## src/wet_cfg_pkg.sv

```systemverilog
// Constants for the upper wetting-current configuration block
package wet_cfg_pkg;
  // Register indices; the byte address is four times the index
  localparam logic [7:0] CFG_INDEX = 8'h1E;
  localparam logic [7:0] SEL_INDEX = 8'h30;
  localparam logic [7:0] STAT_INDEX = 8'h31;
  localparam logic [7:0] CFG_ADDR = 8'h78;
  localparam logic [7:0] SEL_ADDR = 8'hC0;
  localparam logic [7:0] STAT_ADDR = 8'hC4;
  // Configuration fields
  localparam int CFG_WIDTH = 24;
  localparam int FIELD_WIDTH = 3;
  localparam int FIELD_COUNT = 7;
  localparam int PAIR_FIELDS = 5;
  localparam int INPUT_COUNT = 12;
  localparam int FIRST_INPUT = 12;
  localparam int RESERVED_BIT = 23;
  localparam int SINK_DIS_BIT = 22;
  localparam int SOURCE_DIS_BIT = 21;
  localparam logic [23:0] CFG_RW_MASK = 24'h7FFFFF;
  localparam logic [23:0] CFG_RESET = 24'h000000;
  localparam logic [9:0] SEL_RESET = 10'h000;
  // Wetting-current codes and applied levels
  localparam logic [2:0] CODE_OFF = 3'h0;
  localparam logic [2:0] CODE_10MA = 3'h4;
  localparam logic [2:0] LVL_OFF = 3'h0;
  localparam logic [2:0] LVL_1MA = 3'h1;
  localparam logic [2:0] LVL_2MA = 3'h2;
  localparam logic [2:0] LVL_5MA = 3'h3;
  localparam logic [2:0] LVL_10MA = 3'h4;
  localparam logic [2:0] LVL_15MA = 3'h5;
  // AXI responses
  localparam logic [1:0] RESP_OKAY = 2'h0;
  localparam logic [1:0] RESP_SLVERR = 2'h2;
endpackage

```

## src/wet_level_decode.sv

```systemverilog
// Decodes one wetting-current code into the level applied to one input
`timescale 1ns/1ps
`default_nettype none
module wet_level_decode
(
  // Programmed setting
  input wire logic [2:0] code,
  input wire logic is_sink,
  input wire logic sink_dis,
  input wire logic source_dis,
  // Front-end state
  input wire logic continuous,
  input wire logic closed,
  // Applied level
  output logic [2:0] level,
  output logic scaled
);
  logic [2:0] nominal;
  logic allow;

  // Code to nominal level; codes above 4 all select the top level
  always_comb
  begin
    unique case (code)
      3'h0: nominal = wet_cfg_pkg::LVL_OFF;
      3'h1: nominal = wet_cfg_pkg::LVL_1MA;
      3'h2: nominal = wet_cfg_pkg::LVL_2MA;
      3'h3: nominal = wet_cfg_pkg::LVL_5MA;
      3'h4: nominal = wet_cfg_pkg::LVL_10MA;
      default: nominal = wet_cfg_pkg::LVL_15MA;
    endcase
  end

  // Auto-scaling: in continuous mode, high currents drop to 2 mA while the input is closed
  assign allow = is_sink ? !sink_dis : !source_dis;
  assign scaled = allow && continuous && closed
                  && (code >= wet_cfg_pkg::CODE_10MA);
  assign level = scaled ? wet_cfg_pkg::LVL_2MA : nominal;
endmodule
`default_nettype wire

```

## src/wet_cfg_upper.sv

```systemverilog
// Upper wetting-current configuration register with AXI4-Lite access
`timescale 1ns/1ps
`default_nettype none
module wet_cfg_upper
#(
  parameter int NUM_SEL = 10,
  parameter logic [11:0] FIXED_SINK = 12'h000
)
(
  // Clock and reset
  input wire logic clk,
  input wire logic rst,
  // AXI4-Lite write address and data
  input wire logic [7:0] s_axi_awaddr,
  input wire logic [2:0] s_axi_awprot,
  input wire logic s_axi_awvalid,
  output logic s_axi_awready,
  input wire logic [31:0] s_axi_wdata,
  input wire logic [3:0] s_axi_wstrb,
  input wire logic s_axi_wvalid,
  output logic s_axi_wready,
  // AXI4-Lite write response
  output logic [1:0] s_axi_bresp,
  output logic s_axi_bvalid,
  input wire logic s_axi_bready,
  // AXI4-Lite read
  input wire logic [7:0] s_axi_araddr,
  input wire logic [2:0] s_axi_arprot,
  input wire logic s_axi_arvalid,
  output logic s_axi_arready,
  output logic [31:0] s_axi_rdata,
  output logic [1:0] s_axi_rresp,
  output logic s_axi_rvalid,
  input wire logic s_axi_rready,
  // Front-end state, same clock
  input wire logic continuous_mode,
  input wire logic [11:0] switch_closed,
  // Applied levels for inputs 12 to 23, and scaling permission for 0 to 9
  output logic [35:0] wet_level_out,
  output logic [9:0] autoscale_allow
);
  typedef struct packed {
    logic [23:0] cfg;
    logic [9:0] sel;
    logic [35:0] level;
    logic [11:0] scaled;
    logic [9:0] allow;
    logic bvalid;
    logic [1:0] bresp;
    logic rvalid;
    logic [1:0] rresp;
    logic [31:0] rdata;
  } state_t;

  state_t q_r;
  state_t q_nxt;
  logic [35:0] lvl_w;
  logic [11:0] scaled_w;
  logic wr_go;
  logic rd_go;

  if (NUM_SEL < 1 || NUM_SEL > 10)
  begin : g_check
    $error("NUM_SEL must lie between 1 and 10");
  end

  // One decoder per input; pairs read the same field
  for (genvar i = 0; i < wet_cfg_pkg::INPUT_COUNT; i++)
  begin : g_input
    localparam int F = (i < 2 * wet_cfg_pkg::PAIR_FIELDS) ? i / 2 : i - wet_cfg_pkg::PAIR_FIELDS;
    wet_level_decode u_dec
    (
      .code(q_r.cfg[F * 3 +: 3]),
      .is_sink(FIXED_SINK[i]),
      .sink_dis(q_r.cfg[wet_cfg_pkg::SINK_DIS_BIT]),
      .source_dis(q_r.cfg[wet_cfg_pkg::SOURCE_DIS_BIT]),
      .continuous(continuous_mode),
      .closed(switch_closed[i]),
      .level(lvl_w[i * 3 +: 3]),
      .scaled(scaled_w[i])
    );
  end

  // Handshakes: a write needs both channels and no pending response
  assign wr_go = s_axi_awvalid && s_axi_wvalid && !q_r.bvalid;
  assign rd_go = s_axi_arvalid && !q_r.rvalid;
  assign s_axi_awready = wr_go;
  assign s_axi_wready = wr_go;
  assign s_axi_arready = rd_go;

  // Next state: register writes, reads, and applied levels
  always_comb
  begin
    logic [23:0] wmask;
    wmask = {{8{s_axi_wstrb[2]}}, {8{s_axi_wstrb[1]}}, {8{s_axi_wstrb[0]}}};
    q_nxt = q_r;
    q_nxt.level = lvl_w;
    q_nxt.scaled = scaled_w;
    for (int k = 0; k < 10; k++)
    begin
      q_nxt.allow[k] = (k < NUM_SEL) && (q_r.sel[k] ? !q_r.cfg[wet_cfg_pkg::SINK_DIS_BIT]
                       : !q_r.cfg[wet_cfg_pkg::SOURCE_DIS_BIT]);
    end
    if (q_r.bvalid && s_axi_bready)
    begin
      q_nxt.bvalid = 1'b0;
    end
    if (q_r.rvalid && s_axi_rready)
    begin
      q_nxt.rvalid = 1'b0;
    end
    if (wr_go)
    begin
      q_nxt.bvalid = 1'b1;
      q_nxt.bresp = wet_cfg_pkg::RESP_OKAY;
      unique case (s_axi_awaddr)
        wet_cfg_pkg::CFG_ADDR:
          q_nxt.cfg = ((q_r.cfg & ~wmask) | (s_axi_wdata[23:0] & wmask))
                      & wet_cfg_pkg::CFG_RW_MASK;
        wet_cfg_pkg::SEL_ADDR:
        begin
          if (s_axi_wstrb[0])
          begin
            q_nxt.sel[7:0] = s_axi_wdata[7:0];
          end
          if (s_axi_wstrb[1])
          begin
            q_nxt.sel[9:8] = s_axi_wdata[9:8];
          end
        end
        wet_cfg_pkg::STAT_ADDR: q_nxt.bresp = wet_cfg_pkg::RESP_OKAY;
        default: q_nxt.bresp = wet_cfg_pkg::RESP_SLVERR;
      endcase
    end
    if (rd_go)
    begin
      q_nxt.rvalid = 1'b1;
      q_nxt.rresp = wet_cfg_pkg::RESP_OKAY;
      unique case (s_axi_araddr)
        wet_cfg_pkg::CFG_ADDR: q_nxt.rdata = {8'h00, q_r.cfg};
        wet_cfg_pkg::SEL_ADDR: q_nxt.rdata = {22'h000000, q_r.sel};
        wet_cfg_pkg::STAT_ADDR: q_nxt.rdata = {20'h00000, q_r.scaled};
        default:
        begin
          q_nxt.rdata = 32'h00000000;
          q_nxt.rresp = wet_cfg_pkg::RESP_SLVERR;
        end
      endcase
    end
  end

  // State register; reset leaves every level off, and the first clock after release sets every scaling permission below NUM_SEL
  always_ff @(posedge clk or posedge rst)
  begin
    if (rst)
    begin
      q_r <= '0;
    end
    else
    begin
      q_r <= q_nxt;
    end
  end

  // Outputs straight from flip-flops
  assign s_axi_bvalid = q_r.bvalid;
  assign s_axi_bresp = q_r.bresp;
  assign s_axi_rvalid = q_r.rvalid;
  assign s_axi_rresp = q_r.rresp;
  assign s_axi_rdata = q_r.rdata;
  assign wet_level_out = q_r.level;
  assign autoscale_allow = q_r.allow;
endmodule
`default_nettype wire

```

## config.mk

```make
export PLATFORM = sky130hd
export DESIGN_NAME = wet_cfg_upper
export DESIGN_NICKNAME = d
export VERILOG_FILES = /design/src/wet_cfg_pkg.sv /design/src/wet_level_decode.sv /design/src/wet_cfg_upper.sv
export SDC_FILE = /design/constraint.sdc
export NUM_CORES = 1
export LEC_CHECK = 0
export ABC_AREA = 1
export BUFFER_PORTS_ARGS = -buffer_cell sky130_fd_sc_hd__buf_4
export CORE_MARGIN = 2
export CORE_UTILIZATION = 52
export CTS_CLUSTER_DIAMETER = 80
export DETAILED_ROUTE_END_ITERATION = 7
export GPL_ROUTABILITY_DRIVEN = 0
export PLACE_DENSITY_LB_ADDON = 0.15
export RECOVER_POWER = 25
export SLEW_MARGIN = 20
export SYNTH_ARGS = -nofsm -noshare
export SYNTH_HDL_FRONTEND = slang
export SYNTH_SLANG_ARGS = --single-unit
```

## constraint.sdc

```tcl
create_clock -name clk -period 4.15 [get_ports clk]
set_input_delay 0.2075 -clock clk [delete_from_list [all_inputs] [get_ports clk]]
set_output_delay 0.2075 -clock clk [all_outputs]
set_load 0.02 [all_outputs]
```

Word-level counts from Yosys, hierarchy flattened
Index checks and enable logic that the tools add are counted.

word-level totals
  input port bits = 78
  output and inout bits = 87
  register bits after elaboration = 129

operators by class
  bitwise gates (word level) = 4
  equality and inequality tests = 34
  mux-type cells = 36
  order comparisons = 7
  reduce and logical (&&, ||, !) cells = 48

operators with widths
  cell                                                                    number
  3-bit case mux with 5 select lines                                      7
  23-bit case mux with 3 select lines                                     1
  23-bit AND                                                              2
  3-bit by 2-bit equality test with 1-bit output (second input constant)  14
  3-bit two-way mux                                                       13
  35-bit two-way mux                                                      1
  8-bit equality test (second input constant)                             4
  1-bit logical AND                                                       30
  23-bit NOT                                                              1
  23-bit bitwise OR                                                       1
  3-bit by 1-bit equality test with 1-bit output (second input constant)  7
  3-bit equality test (second input constant)                             7
  3-bit >= comparator (second input constant)                             7
  3-bit zero test                                                         7
  8-bit by 7-bit equality test with 1-bit output (second input constant)  2
  1-bit two-way mux                                                       12
  3-bit AND reduction                                                     2
  3-bit OR reduction                                                      2
  1-bit zero test                                                         4
  2-bit two-way mux                                                       2
  2-bit nonzero test                                                      2
  2-bit AND reduction                                                     1

Logic depth before layout (Yosys ltp)
Gate-level depths: netlist of the first run.

  word-level depth = 5
  mapped depth = 8

Hierarchy
Synthesis of the first run repeated with hierarchy kept, for this count alone.

second synthesis, totals
  cells, all modules = 710
  area, all modules = 6099.6 sq um

modules (own cells, without submodules)
  module            times used  area an instance (sq um)  cells an instance
  wet_cfg_upper     1           5108.6                    506
  wet_level_decode  12          82.6                      17

Least setup slack after synthesis of the first run
Ideal clock, no wire load.

  path kind = reg2reg
  from = register q_r (netlist bit s_axi_bvalid)
  to = register with a tool-made name
  path slack = 2.814 ns
  arrival = 1.218 ns
  stages on the path, launching flop included = 8
  setup time = 0.118 ns
  buffers on the path = 1
  data required time = 4.032 ns
  period minus slack after synthesis = 1.336 ns
  path through = dfrtp_1 > inv_1 > nand3_2 > nor2_1 > nand3_2 > buf_6 > nand2_1 > o21ai_2

RTL lines
  what                    RTL line              RTL
  from (decl)             wet_cfg_upper.sv:55   state_t q_r;
  from (signal assigned)  wet_cfg_upper.sv:161  q_r <= q_nxt;

Worst setup path in the final report of the first run
  from = register q_r (netlist bit s_axi_rvalid)
  to = output s_axi_arready

between the ends
  cells in the longest elaborated chain, start to end = 2

RTL lines
  what               RTL line             RTL
  1-bit zero test    wet_cfg_upper.sv:86  assign rd_go = s_axi_arvalid && !q_r.rvalid;
  1-bit logical AND  wet_cfg_upper.sv:86
  to (decl)          wet_cfg_upper.sv:30  output logic s_axi_arready,

No other way between the ends.

==> run_results.csv, run 1 <==
group,metric,value,unit
global_route,grt_max_degree,75,
timing,tns,0,ns
floorplan,start_util,0.533,
critical_path,critical_path.top_delay_family,"buffers and inverters",
final_layout,commonest_non_fill_non_tap_cells_in_the_layout,"sky130_fd_sc_hd__buf_4 (139), sky130_fd_sc_hd__nand2_1 (135), sky130_fd_sc_hd__dfrtp_1 (118)",
floorplan,top_level_ports,165,
final_layout,final_design_area_no_fill,7000,um^2
timing,final.setup_skew,0.00624,ns
timing,max_freq,477,MHz
critical_path,timing.rr.end,"wet_level_out[29]$_DFF_PP0_",
final_layout,layout-drive-gt1-share,0.262,
critical_path,buffers_and_inverters_on_the_worst_path,4,
critical_path,arrival,1.89,ns
power_and_ir_drop,power_frac_comb,0.074,
timing,setup_violations,0,
critical_path,criticalPathCategory,"flip-flop to output port",
cts,htreeDepth,4,
global_route,gr-usage-all-layers,0.227,
routing,routed-via-count,4069,
timing,tightestPinTransition,0.921,ns
cts,insertion_delay,0.52,ns
yosys,sequential_fraction_of_the_synthesis_area,0.539,
placement,place.detailed.hpwl,7940,um
floorplan,die_area,11400,um^2
power_and_ir_drop,power.share.sequential,0.404,
yosys,netlist_area_before_placement,5480,um^2
placement,port_buffers,137,
min_path,timing.hold.worst.class,"primary input to flip-flop",
min_path,hp-start,"s_axi_awaddr[0]",
global_route,via_count_of_the_first_global_routing_pass,4038,
power_and_ir_drop,total_power,2.92,mW
run_status,outcome,"completed",
final_layout,postLayoutCoreUtil,0.682,
global_route,grt_overflow,0,
floorplan,floorplan.rows,37,
routing,first_iter_violations,147,
routing,drt_pre_antenna_iters,6,
timing,fin_crit_sh,0.506,
min_path,min_delay_path_depth,5,
global_route,global_route_wire_length_before_repair,19800,um
cts,post_cts_repair_timing_setup_buffer_count,0,
critical_path,crit_path_end_kind,"output port",
yosys,synth_cell_types,20,
global_route,grt_antenna_before_repair,0,
yosys,syn_avg_cell_area,8.91,um^2
power_and_ir_drop,clock_power_share,0.522,
critical_path,worst_path_max_delay_cell,"sky130_fd_sc_hd__buf_4",
critical_path,worstSetupStartpointType,"flip-flop",
cts,clock_tree.buffer_depth,2,
cts,cts-root-buf,"sky130_fd_sc_hd__clkbuf_8",
yosys,synth_seq_cells,118,
routing,route.detailed.wl_per_inst,13.6,um
routing,drcViolationCount,0,
cts,tritoncts_clock_tree,"built",
floorplan,die-height,107,um
timing,slew_violations,0,
power_and_ir_drop,p_int,2.29,mW
min_path,hold-path-endpoint,"s_axi_bresp[1]$_DFFE_PP0P_",
power_and_ir_drop,power_per_cell_area,417,nW/um^2
critical_path,regToRegSetupSlack,2.43,ns
floorplan,floorplan.die.width,107,um
power_and_ir_drop,switchingPower,0.627,mW
timing,timing.max_slew.rel_slack,0.385,
final_layout,finalNetCount,799,
timing,finalHoldViolCount,0,
critical_path,timing.critical_path.fanout_max,37,
yosys,synth_warn,0,
routing,detail_route.wirelength,11800,um
critical_path,crit_path_cell_trace,"inv_1 -> nand2_1 -> buf_4 -> inv_1 -> buf_4",
power_and_ir_drop,power.leakage,3.78,nW
cts,cts_buffers,17,
routing,final_antenna_net_count,0,
timing,rsz0062_at_grt,"no",
final_layout,antenna_cells_inserted,0,
critical_path,worstPathRequired,3.94,ns
floorplan,floorplan.core_area,10300,um^2
power_and_ir_drop,p_sw_frac,0.215,
timing,period_minus_slack,2.10,ns
final_layout,layout_commonest_cell,"sky130_fd_sc_hd__buf_4",
final_layout,flow.area_growth_from_synthesis,27.8,%
yosys,netlist_instances,615,
placement,area_after_dpl,6010,um^2
cts,cts.hold.buffers_added,38,
power_and_ir_drop,vdd_drop_max,0.247,mV
flow_run,cap_viol_max_count,0,
cts,numClockSinks,118,
critical_path,length_in_cells_of_the_worst_reg_to_reg_path,6,
routing,via_per_inst,4.68,
cts,postCtsResizedCells,0,
cts,clock_transition_at_the_register_clock_pins_on_the_worst_setup_and_hold_paths_after_cts,0.06,ns
critical_path,crit_path_max_incr_delay,0.35,ns
==> cells in the mapped netlist <==
| cell | count | area [um^2] |
|---|---|---|
| sky130_fd_sc_hd__nand3_1 | 46 | 230 |
| sky130_fd_sc_hd__o31ai_1 | 10 | 75.1 |
| sky130_fd_sc_hd__buf_2 | 6 | 30.0 |
| sky130_fd_sc_hd__nor3_4 | 1 | 16.3 |
| sky130_fd_sc_hd__clkbuf_1 | 8 | 30.0 |
| sky130_fd_sc_hd__nor2_2 | 1 | 6.26 |
| sky130_fd_sc_hd__nor3_1 | 11 | 55.1 |
| sky130_fd_sc_hd__inv_1 | 104 | 390 |
| sky130_fd_sc_hd__dfrtp_1 | 118 | 2950 |
| sky130_fd_sc_hd__nand3_2 | 4 | 40.0 |
| sky130_fd_sc_hd__nand2_1 | 135 | 507 |
| sky130_fd_sc_hd__buf_6 | 4 | 45.0 |
| sky130_fd_sc_hd__o21ai_2 | 16 | 140 |
| sky130_fd_sc_hd__a21oi_1 | 1 | 5.00 |
| sky130_fd_sc_hd__and3_2 | 1 | 7.51 |
| sky130_fd_sc_hd__buf_4 | 83 | 623 |
| sky130_fd_sc_hd__conb_1 | 1 | 3.75 |
| sky130_fd_sc_hd__o21ai_0 | 47 | 235 |
| sky130_fd_sc_hd__o21bai_1 | 5 | 37.5 |
| sky130_fd_sc_hd__nor2_1 | 13 | 48.8 |
==> per-layer routing <==
| metal | routed length [um] | up-vias | track usage |
|---|---|---|---|
| met4 | 262 | 0 | 0.0955 |
| met3 | 659 | 23 | 0.0553 |
| met1 | 5340 | 1897 | 0.305 |
| li1 | - | 2023 | - |
| met5 | 0 | - | 0 |
| met2 | 5580 | 126 | 0.356 |
==> power groups by stage <==
stage	registers (mW)	clock network (mW)	logic (mW)
global route	1.18	1.60	0.241
finish	1.18	1.52	0.217
global placement	1.20	0	0.186
floorplan	1.20	0	0.120
detailed placement	1.20	0	0.190
CTS	1.18	1.55	0.219
==> cell families (layout without fill, tap and decap cells) <==
logic type,Yosys count,count (layout),share of synthesized area
AND/OR/NAND/NOR,212,212,0.166
AO/OA/AOI/OAI,79,79,0.0900
other,1,11,0.000684
buffers and inverters,205,313,0.204
flip-flops,118,118,0.539
==> cell type report <==
cell class / count / area (um^2)
inverters: 104 / 393
multi-input cells: 302 / 1440
clock buffers: 22 / 473
well taps: 136 / 170
fillers: 844 / 3270
clock inverters: 9 / 148
repair buffers: 178 / 1430
flip-flops and latches: 118 / 2950
==> worst reg2reg max path: cells and delay by family, from the launching register on <==
family	cells	cell delay, ns
and+or+nand+nor	3	0.81
DFF	1	0.50
buffers and inverters	3	0.30
==> how the worst max path moves through the flow <==
stage	from	slack, ns	endpoint	cells past startpoint
finish	s_axi_rvalid$_DFFE_PP0P_	2.05	s_axi_arready	5
global route	s_axi_rvalid$_DFFE_PP0P_	1.89	s_axi_arready	5
CTS	s_axi_rvalid$_DFFE_PP0P_	2.03	s_axi_arready	5
detailed placement	s_axi_araddr[0]	2.12	s_axi_rdata[11]$_DFFE_PP0P_	8
global placement	s_axi_araddr[0]	2.19	s_axi_rdata[10]$_DFFE_PP0P_	8
floorplan	rst	0.81	async pin	1
==> per-stage QoR <==
stage,setup WS (ns),hold slack [ns],cells
final,2.05,0.0225,869
after global routing,1.89,0.0231,869
after CTS,2.03,0.00153,869
after detailed placement,2.12,0.406,800
after global placement,2.19,0.386,800
after floorplan,0.813,0.304,625
Note: power is estimated with default switching activity, not from simulation.
==> run 2: changes to the inputs <==
--- a/config.mk
+++ b/config.mk
@@ -5,10 +5,10 @@
 export SDC_FILE = /design/constraint.sdc
 export NUM_CORES = 1
 export LEC_CHECK = 0
-export ABC_AREA = 1
+export ABC_AREA = 0
 export BUFFER_PORTS_ARGS = -buffer_cell sky130_fd_sc_hd__buf_4
 export CORE_MARGIN = 2
-export CORE_UTILIZATION = 52
+export CORE_UTILIZATION = 46
 export CTS_CLUSTER_DIAMETER = 80
 export DETAILED_ROUTE_END_ITERATION = 7
 export GPL_ROUTABILITY_DRIVEN = 0
==> constraint.sdc (replaced) <==
create_clock -name clk -period 1.9 [get_ports clk]
set_input_delay 0.095 -clock clk [delete_from_list [all_inputs] [get_ports clk]]
set_output_delay 0.095 -clock clk [all_outputs]
set_load 0.02 [all_outputs]
==> run_results.csv, run 2 <==
group,metric,value,unit
final_layout,antenna_cells_inserted,0,
routing,route.detailed.wl_per_inst,16.5,um
global_route,grt_overflow,0,
yosys,leading_area_contributor_after_synthesis,"sky130_fd_sc_hd__dfrtp_1",
critical_path,buffers_and_inverters_on_the_worst_path,4,
floorplan,floorplan.die.width,110,um
cts,tritoncts_clock_tree,"built",
timing,timing.max_slew.rel_slack,0.141,
timing,max_freq,560,MHz
yosys,synth.top_cells.by_count,"sky130_fd_sc_hd__dfrtp_1 (118), sky130_fd_sc_hd__buf_4 (83), sky130_fd_sc_hd__mux2_2 (33)",
power_and_ir_drop,vdd_drop_max,0.573,mV
yosys,netlist_top_cells_area,"sky130_fd_sc_hd__dfrtp_1 (57%), sky130_fd_sc_hd__buf_4 (12%), sky130_fd_sc_hd__mux2_2 (7.2%)",
critical_path,r2r_start,"s_axi_bvalid$_DFFE_PP0P_",
routing,detail_route.wirelength,11200,um
cts,cts_buffers,17,
yosys,synth_enable_flop_cells,0,
floorplan,floorplan.rows,38,
cts,htreeDepth,4,
final_layout,commonest_non_fill_non_tap_cells_in_the_layout,"sky130_fd_sc_hd__buf_4 (143), sky130_fd_sc_hd__dfrtp_1 (118), sky130_fd_sc_hd__dlygate4sd3_1 (43)",
routing,first_iter_violations,116,
floorplan,die_area,12000,um^2
yosys,synth_seq_cells,118,
floorplan,top_level_ports,165,
timing,hold_slack,0.0165,ns
yosys,netlist_instances,406,
min_path,hold-path-endpoint,"s_axi_rresp[1]$_DFFE_PP0P_",
critical_path,crit_path_end_kind,"output port",
critical_path,criticalPathCategory,"flip-flop to output port",
yosys,syn_avg_cell_area,12.7,um^2
yosys,sequential_fraction_of_the_synthesis_area,0.575,
cts,insertion_delay,0.51,ns
critical_path,worstSetupStartpointType,"flip-flop",
yosys,synth_warn,0,
timing,final.setup_skew,0.00695,ns
yosys,synth_cell_types,37,
global_route,gr-usage-all-layers,0.194,
yosys,synth_ff_type,"sky130_fd_sc_hd__dfrtp_1",
flow_run,cap_viol_max_count,0,
yosys,synthMostInstantiatedCell,"sky130_fd_sc_hd__dfrtp_1",
yosys,postSynth.asyncResetShare,1.00,
critical_path,worst_path_max_delay_cell,"sky130_fd_sc_hd__dfrtp_1",
timing,tns,0,ns
timing,fin_crit_sh,0.939,
cts,cts-root-buf,"sky130_fd_sc_hd__clkbuf_8",
power_and_ir_drop,power.leakage,3.57,nW
routing,drt_pre_antenna_iters,6,
cts,clock_transition_at_the_register_clock_pins_on_the_worst_setup_and_hold_paths_after_cts,0.06,ns
routing,routed-via-count,3363,
timing,final.setup.worst_slack,0.116,ns
timing,period_minus_slack,1.78,ns
timing,finalHoldViolCount,0,
min_path,min_delay_path_depth,3,
yosys,synth_largest_type_area_fraction,0.575,
critical_path,crit_path_max_incr_delay,0.36,ns
critical_path,timing.critical_path.fanout_max,16,
global_route,grt_max_degree,27,
critical_path,arrival,1.69,ns
critical_path,regToRegSetupSlack,0.22,ns
cts,clock_tree.buffer_depth,2,
floorplan,floorplan.core_area,10900,um^2
final_layout,layout-drive-gt1-share,0.421,
cts,numClockSinks,118,
timing,tightestPinTransition,1.28,ns
min_path,hp-start,"s_axi_araddr[0]",
final_layout,flow.area_growth_from_synthesis,33.5,%
global_route,via_count_of_the_first_global_routing_pass,3315,
yosys,netlist_area_before_placement,5140,um^2
routing,via_per_inst,4.94,
critical_path,worstPathRequired,1.80,ns
placement,port_buffers,137,
final_layout,finalNetCount,606,
power_and_ir_drop,total_power,6.45,mW
floorplan,start_util,0.472,
global_route,global_route_wire_length_before_repair,17200,um
timing,rsz0062_at_grt,"no",
critical_path,critical_path.top_delay_family,"buffers and inverters",
timing,slew_violations,0,
floorplan,die-height,110,um
critical_path,length_in_cells_of_the_worst_reg_to_reg_path,4,
placement,place_ws,0.229,ns
global_route,grt_antenna_before_repair,0,
final_layout,layout_commonest_cell,"sky130_fd_sc_hd__buf_4",
routing,final_antenna_net_count,0,
placement,place.detailed.hpwl,7640,um
min_path,timing.hold.worst.class,"primary input to flip-flop",
routing,drcViolationCount,0,
critical_path,crit_path_cell_trace,"inv_1 -> nand2_2 -> buf_4 -> inv_1 -> buf_4",
cts,post_cts_repair_timing_setup_buffer_count,0,
run_status,outcome,"completed",
timing,setup_violations,0,
power_and_ir_drop,power_per_cell_area,940,nW/um^2
## run 2: cell types whose count changed after synthesis, moves of 20 or more
| cell | previous run | this run |
|---|---|---|
| sky130_fd_sc_hd__nand2_1 | 135 | 8 |
| sky130_fd_sc_hd__inv_1 | 104 | 11 |
| sky130_fd_sc_hd__o21ai_0 | 47 | 2 |
| sky130_fd_sc_hd__nand3_1 | 46 | 4 |
| sky130_fd_sc_hd__mux2_2 | 0 | 33 |
| sky130_fd_sc_hd__mux2i_1 | 0 | 20 |
## run 2: per-stage QoR
| step | instance area [um^2] | util | instances |
|---|---|---|---|
| 2_1_floorplan | 5180 | - | 416 |
| 5_1_grt | 6860 | 0.630 | 681 |
| 3_3_place_gp | 5830 | 0.535 | 606 |
| 6_report | 6860 | 0.630 | 681 |
| 3_5_place_dp | 5830 | 0.535 | 606 |
| 4_1_cts | 6910 | 0.634 | 681 |
## run 2: cell families after synthesis
logic type             Yosys count  share of synthesized area
buffers and inverters          109                      0.143
AO/OA/AOI/OAI                   52                     0.0792
other                            1                   0.000730
AND/OR/NAND/NOR                 73                     0.0908
multiplexers                    53                      0.111
flip-flops                     118                      0.575
## run 2: worst max-delay path by stage
stage	from	endpoint	slack, ns	cells past startpoint
after CTS	s_axi_rvalid$_DFFE_PP0P_	s_axi_arready	0.1	5
after global placement	s_axi_bvalid$_DFFE_PP0P_	flip-flop	0.28	4
final	s_axi_rvalid$_DFFE_PP0P_	s_axi_arready	0.12	5
after floorplan	s_axi_bvalid$_DFFE_PP0P_	flip-flop	0.17	5
after global routing	s_axi_rvalid$_DFFE_PP0P_	s_axi_arready	0.008	5
after detailed placement	s_axi_bvalid$_DFFE_PP0P_	flip-flop	0.23	4
## run 2: worst reg2reg max path, cell delays in order, from the launching register on
cell and delay (ns):
sky130_fd_sc_hd__dfrtp_1 0.40, sky130_fd_sc_hd__and3b_1 0.25, sky130_fd_sc_hd__buf_4 0.18, sky130_fd_sc_hd__nand4_2 0.34, sky130_fd_sc_hd__mux2_2 0.40
## run 2: report_power, final
part	internal [mW]	total, mW	leakage, nW	switching [mW]
clock	2.33	3.46	0.307	1.13
combinational	0.211	0.428	1.68	0.218
sequential	2.54	2.56	1.58	0.0203
## run 2: area by class of cell
type | instances | area [um^2]
Timing Repair Buffer | 191 | 1550
Tap cell | 140 | 175
Inverter | 11 | 42.5
Sequential cell | 118 | 2950
Clock buffer | 20 | 445
Clock inverter | 12 | 200
Multi-Input combinational cell | 189 | 1500
Fill cell | 861 | 4030
## run 2: what timing repair did
action | 4_1_cts | 5_1_grt
resized for setup | 1 | 0
setup endpoints to repair | 1 | 0
hold endpoints to repair | 102 | 0
hold buffers | 43 | 0
## run 2: routing by layer
metal / track usage / vias up / wire, um
met1: 0.262 / 1670 / 5120
met5: 0 / - / 0
li1: - / 1571 / -
met3: 0.0569 / 18 / 592
met4: 0.0723 / 0 / 161
met2: 0.295 / 104 / 5350
==> run 3: changes to the inputs <==
--- a/config.mk
+++ b/config.mk
@@ -14,6 +14,7 @@
 export GPL_ROUTABILITY_DRIVEN = 0
 export PLACE_DENSITY_LB_ADDON = 0.15
 export RECOVER_POWER = 25
+export SETUP_SLACK_MARGIN = 0.1
 export SLEW_MARGIN = 20
 export SYNTH_ARGS = -nofsm -noshare
 export SYNTH_HDL_FRONTEND = slang
==> constraint.sdc (replaced) <==
create_clock -name clk -period 1.9 [get_ports clk]
set_input_delay 0.38 -clock clk [delete_from_list [all_inputs] [get_ports clk]]
set_output_delay 0.38 -clock clk [all_outputs]
set_load 0.02 [all_outputs]
==> run_results.csv, run 3 (synthesized netlist as in run 2, its figures left out) <==
group,metric,value,unit
run_status,outcome,"completed",
global_route,via_count_of_the_first_global_routing_pass,3097,
routing,first_iter_violations,150,
cts,cts-root-buf,"sky130_fd_sc_hd__clkbuf_8",
final_layout,finalNetCount,563,
power_and_ir_drop,switchingPower,1.34,mW
timing,fin_crit_sh,0.920,
global_route,grt_max_degree,56,
cts,insertion_delay,0.51,ns
cts,numClockSinks,118,
timing,final.setup_skew,0.00768,ns
power_and_ir_drop,power.leakage,3.34,nW
global_route,grt_overflow,0,
routing,routed-via-count,3168,
critical_path,worstPathRequired,1.52,ns
timing,timing.max_slew.rel_slack,0.518,
power_and_ir_drop,p_sw_frac,0.226,
critical_path,timing.critical_path.fanout_max,3,
power_and_ir_drop,power.share.sequential,0.432,
final_layout,postLayoutCoreUtil,0.583,
global_route,grt_antenna_before_repair,0,
placement,area_after_dpl,5790,um^2
placement,dp.cells,604,
final_layout,final_design_area_no_fill,6350,um^2
power_and_ir_drop,power_per_cell_area,933,nW/um^2
timing,hold_slack,0.0501,ns
routing,total_routed_wire_length_on_the_met1_layer,4680,um
final_layout,sequential_cell_area,2950,um^2
timing,finalHoldViolCount,0,
global_route,gr-usage-all-layers,0.182,
critical_path,arrival,1.37,ns
floorplan,die_area,12000,um^2
final_layout,flow.area_growth_from_synthesis,23.6,%
floorplan,top_level_ports,165,
routing,drt_pre_antenna_iters,4,
floorplan,start_util,0.472,
floorplan,floorplan.rows,38,
routing,via_per_inst,4.97,
floorplan,floorplan.die.width,110,um
placement,place.detailed.hpwl,7520,um
final_layout,filler_cell_count,954,
placement,port_buffers,137,
cts,cts_buffers,17,
min_path,timing.hold.worst.class,"primary input to flip-flop",
final_layout,antenna_cells_inserted,0,
power_and_ir_drop,power_frac_comb,0.060,
critical_path,crit_path_end_kind,"output port",
floorplan,floorplan.core_area,10900,um^2
cts,clock_transition_at_the_register_clock_pins_on_the_worst_setup_and_hold_paths_after_cts,0.06,ns
cts,tritoncts_clock_tree,"built",
final_layout,commonest_non_fill_non_tap_cells_in_the_layout,"sky130_fd_sc_hd__buf_4 (141), sky130_fd_sc_hd__dfrtp_1 (118), sky130_fd_sc_hd__mux2_2 (33)",
timing,setup_violations,0,
cts,htreeDepth,4,
timing,rsz0062_at_grt,"yes",
routing,drcViolationCount,0,
routing,final_antenna_net_count,0,
final_layout,multiInputGateArea,1490,um^2
final_layout,stdcell_count,637,
timing,slew_violations,0,
critical_path,criticalPathCategory,"flip-flop to output port",
timing,period_minus_slack,1.75,ns
final_layout,layout-drive-gt1-share,0.453,
timing,tightestPinTransition,0.723,ns
final_layout,layout_commonest_cell,"sky130_fd_sc_hd__buf_4",
routing,detail_route.wirelength,10400,um
timing,max_freq,572,MHz
global_route,global_route_wire_length_before_repair,16100,um
critical_path,worstSetupStartpointType,"flip-flop",
flow_run,cap_viol_max_count,0,
routing,routed-wl-met3,798,um
floorplan,die-height,110,um
routing,route.detailed.wl_per_inst,16.4,um
routing,route.top_layer_used,"met4",
power_and_ir_drop,clock_power_share,0.508,
timing,tns,0,ns
power_and_ir_drop,p_int,4.59,mW
routing,wl_met2,4870,um
power_and_ir_drop,vdd_drop_max,0.587,mV
cts,clock_tree.buffer_depth,2,
[run 3: cell count changes in the layout (fill, tap and decap cells not counted), sizes merged]
cell         delta
dlygate4sd3    -42
bufinv          -3
inv             +2
clkbuf          -1
clkinv          -1
clkinvlp        +1
[run 3: power by group through the flow]
stage	Clock, mW	Sequential [mW]	Combinational [mW]
after detailed placement	0	2.61	0.360
after global routing	3.22	2.56	0.388
after CTS	3.07	2.56	0.364
after global placement	0	2.60	0.354
final	3.01	2.56	0.353
after floorplan	0	2.61	0.198
[run 3: cell type report]
| class | count | share of cell area |
|---|---|---|
| Sequential cell | 118 | 0.465 |
| Multi-Input combinational cell | 189 | 0.235 |
| Timing Repair Buffer | 148 | 0.177 |
| Clock buffer | 20 | 0.0686 |
| Tap cell | 140 | 0.0276 |
| Clock inverter | 11 | 0.0199 |
| Inverter | 11 | 0.00670 |
[run 3: final timing paths]
path,start,cells after the start,slack (ns),to
setup / recovery,s_axi_bvalid$_DFFE_PP0P_,3,0.15,s_axi_wready
hold / removal,switch_closed[10],2,0.05,wet_level_out[32]$_DFF_PP0_
setup reg to reg,s_axi_bvalid$_DFFE_PP0P_,4,0.20,flip-flop
hold reg to reg,s_axi_bvalid$_DFFE_PP0P_,1,0.52,s_axi_bvalid$_DFFE_PP0P_
max in group asynchronous,rst,4,0.41,s_axi_rdata[8]$_DFFE_PP0P_
min in group asynchronous,rst,3,0.42,autoscale_allow[0]$_DFF_PP0_
[run 3: layer usage]
| layer | global-route usage | vias to the layer above |
|---|---|---|
| li1 | - | 1486 |
| met1 | 0.255 | 1557 |
| met2 | 0.262 | 118 |
| met3 | 0.0682 | 7 |
| met4 | 0.0588 | 0 |
| met5 | 0 | - |
[run 3: timing repair]
action / CTS / global route
pin swaps: 0 / 0
endpoints found under the setup margin: 2 / 2
hold endpoints to repair: 9 / 0
hold buffers: 1 / 0
setup buffers: 1 / 0
resized for setup: 1 / 3
[run 3: through the flow]
step	worst slack, ns	power, mW
2_1_floorplan	0.0786	2.80
3_3_place_gp	0.135	2.96
3_5_place_dp	0.0947	2.97
4_1_cts	0.110	5.99
5_1_grt	0.0846	6.17
6_report	0.153	5.93
[run 3: critical path: stages (launching register included)]
cell                      delay (ns)
sky130_fd_sc_hd__dfrtp_1        0.40
sky130_fd_sc_hd__and3b_2        0.26
sky130_fd_sc_hd__buf_6          0.11
sky130_fd_sc_hd__buf_6          0.11
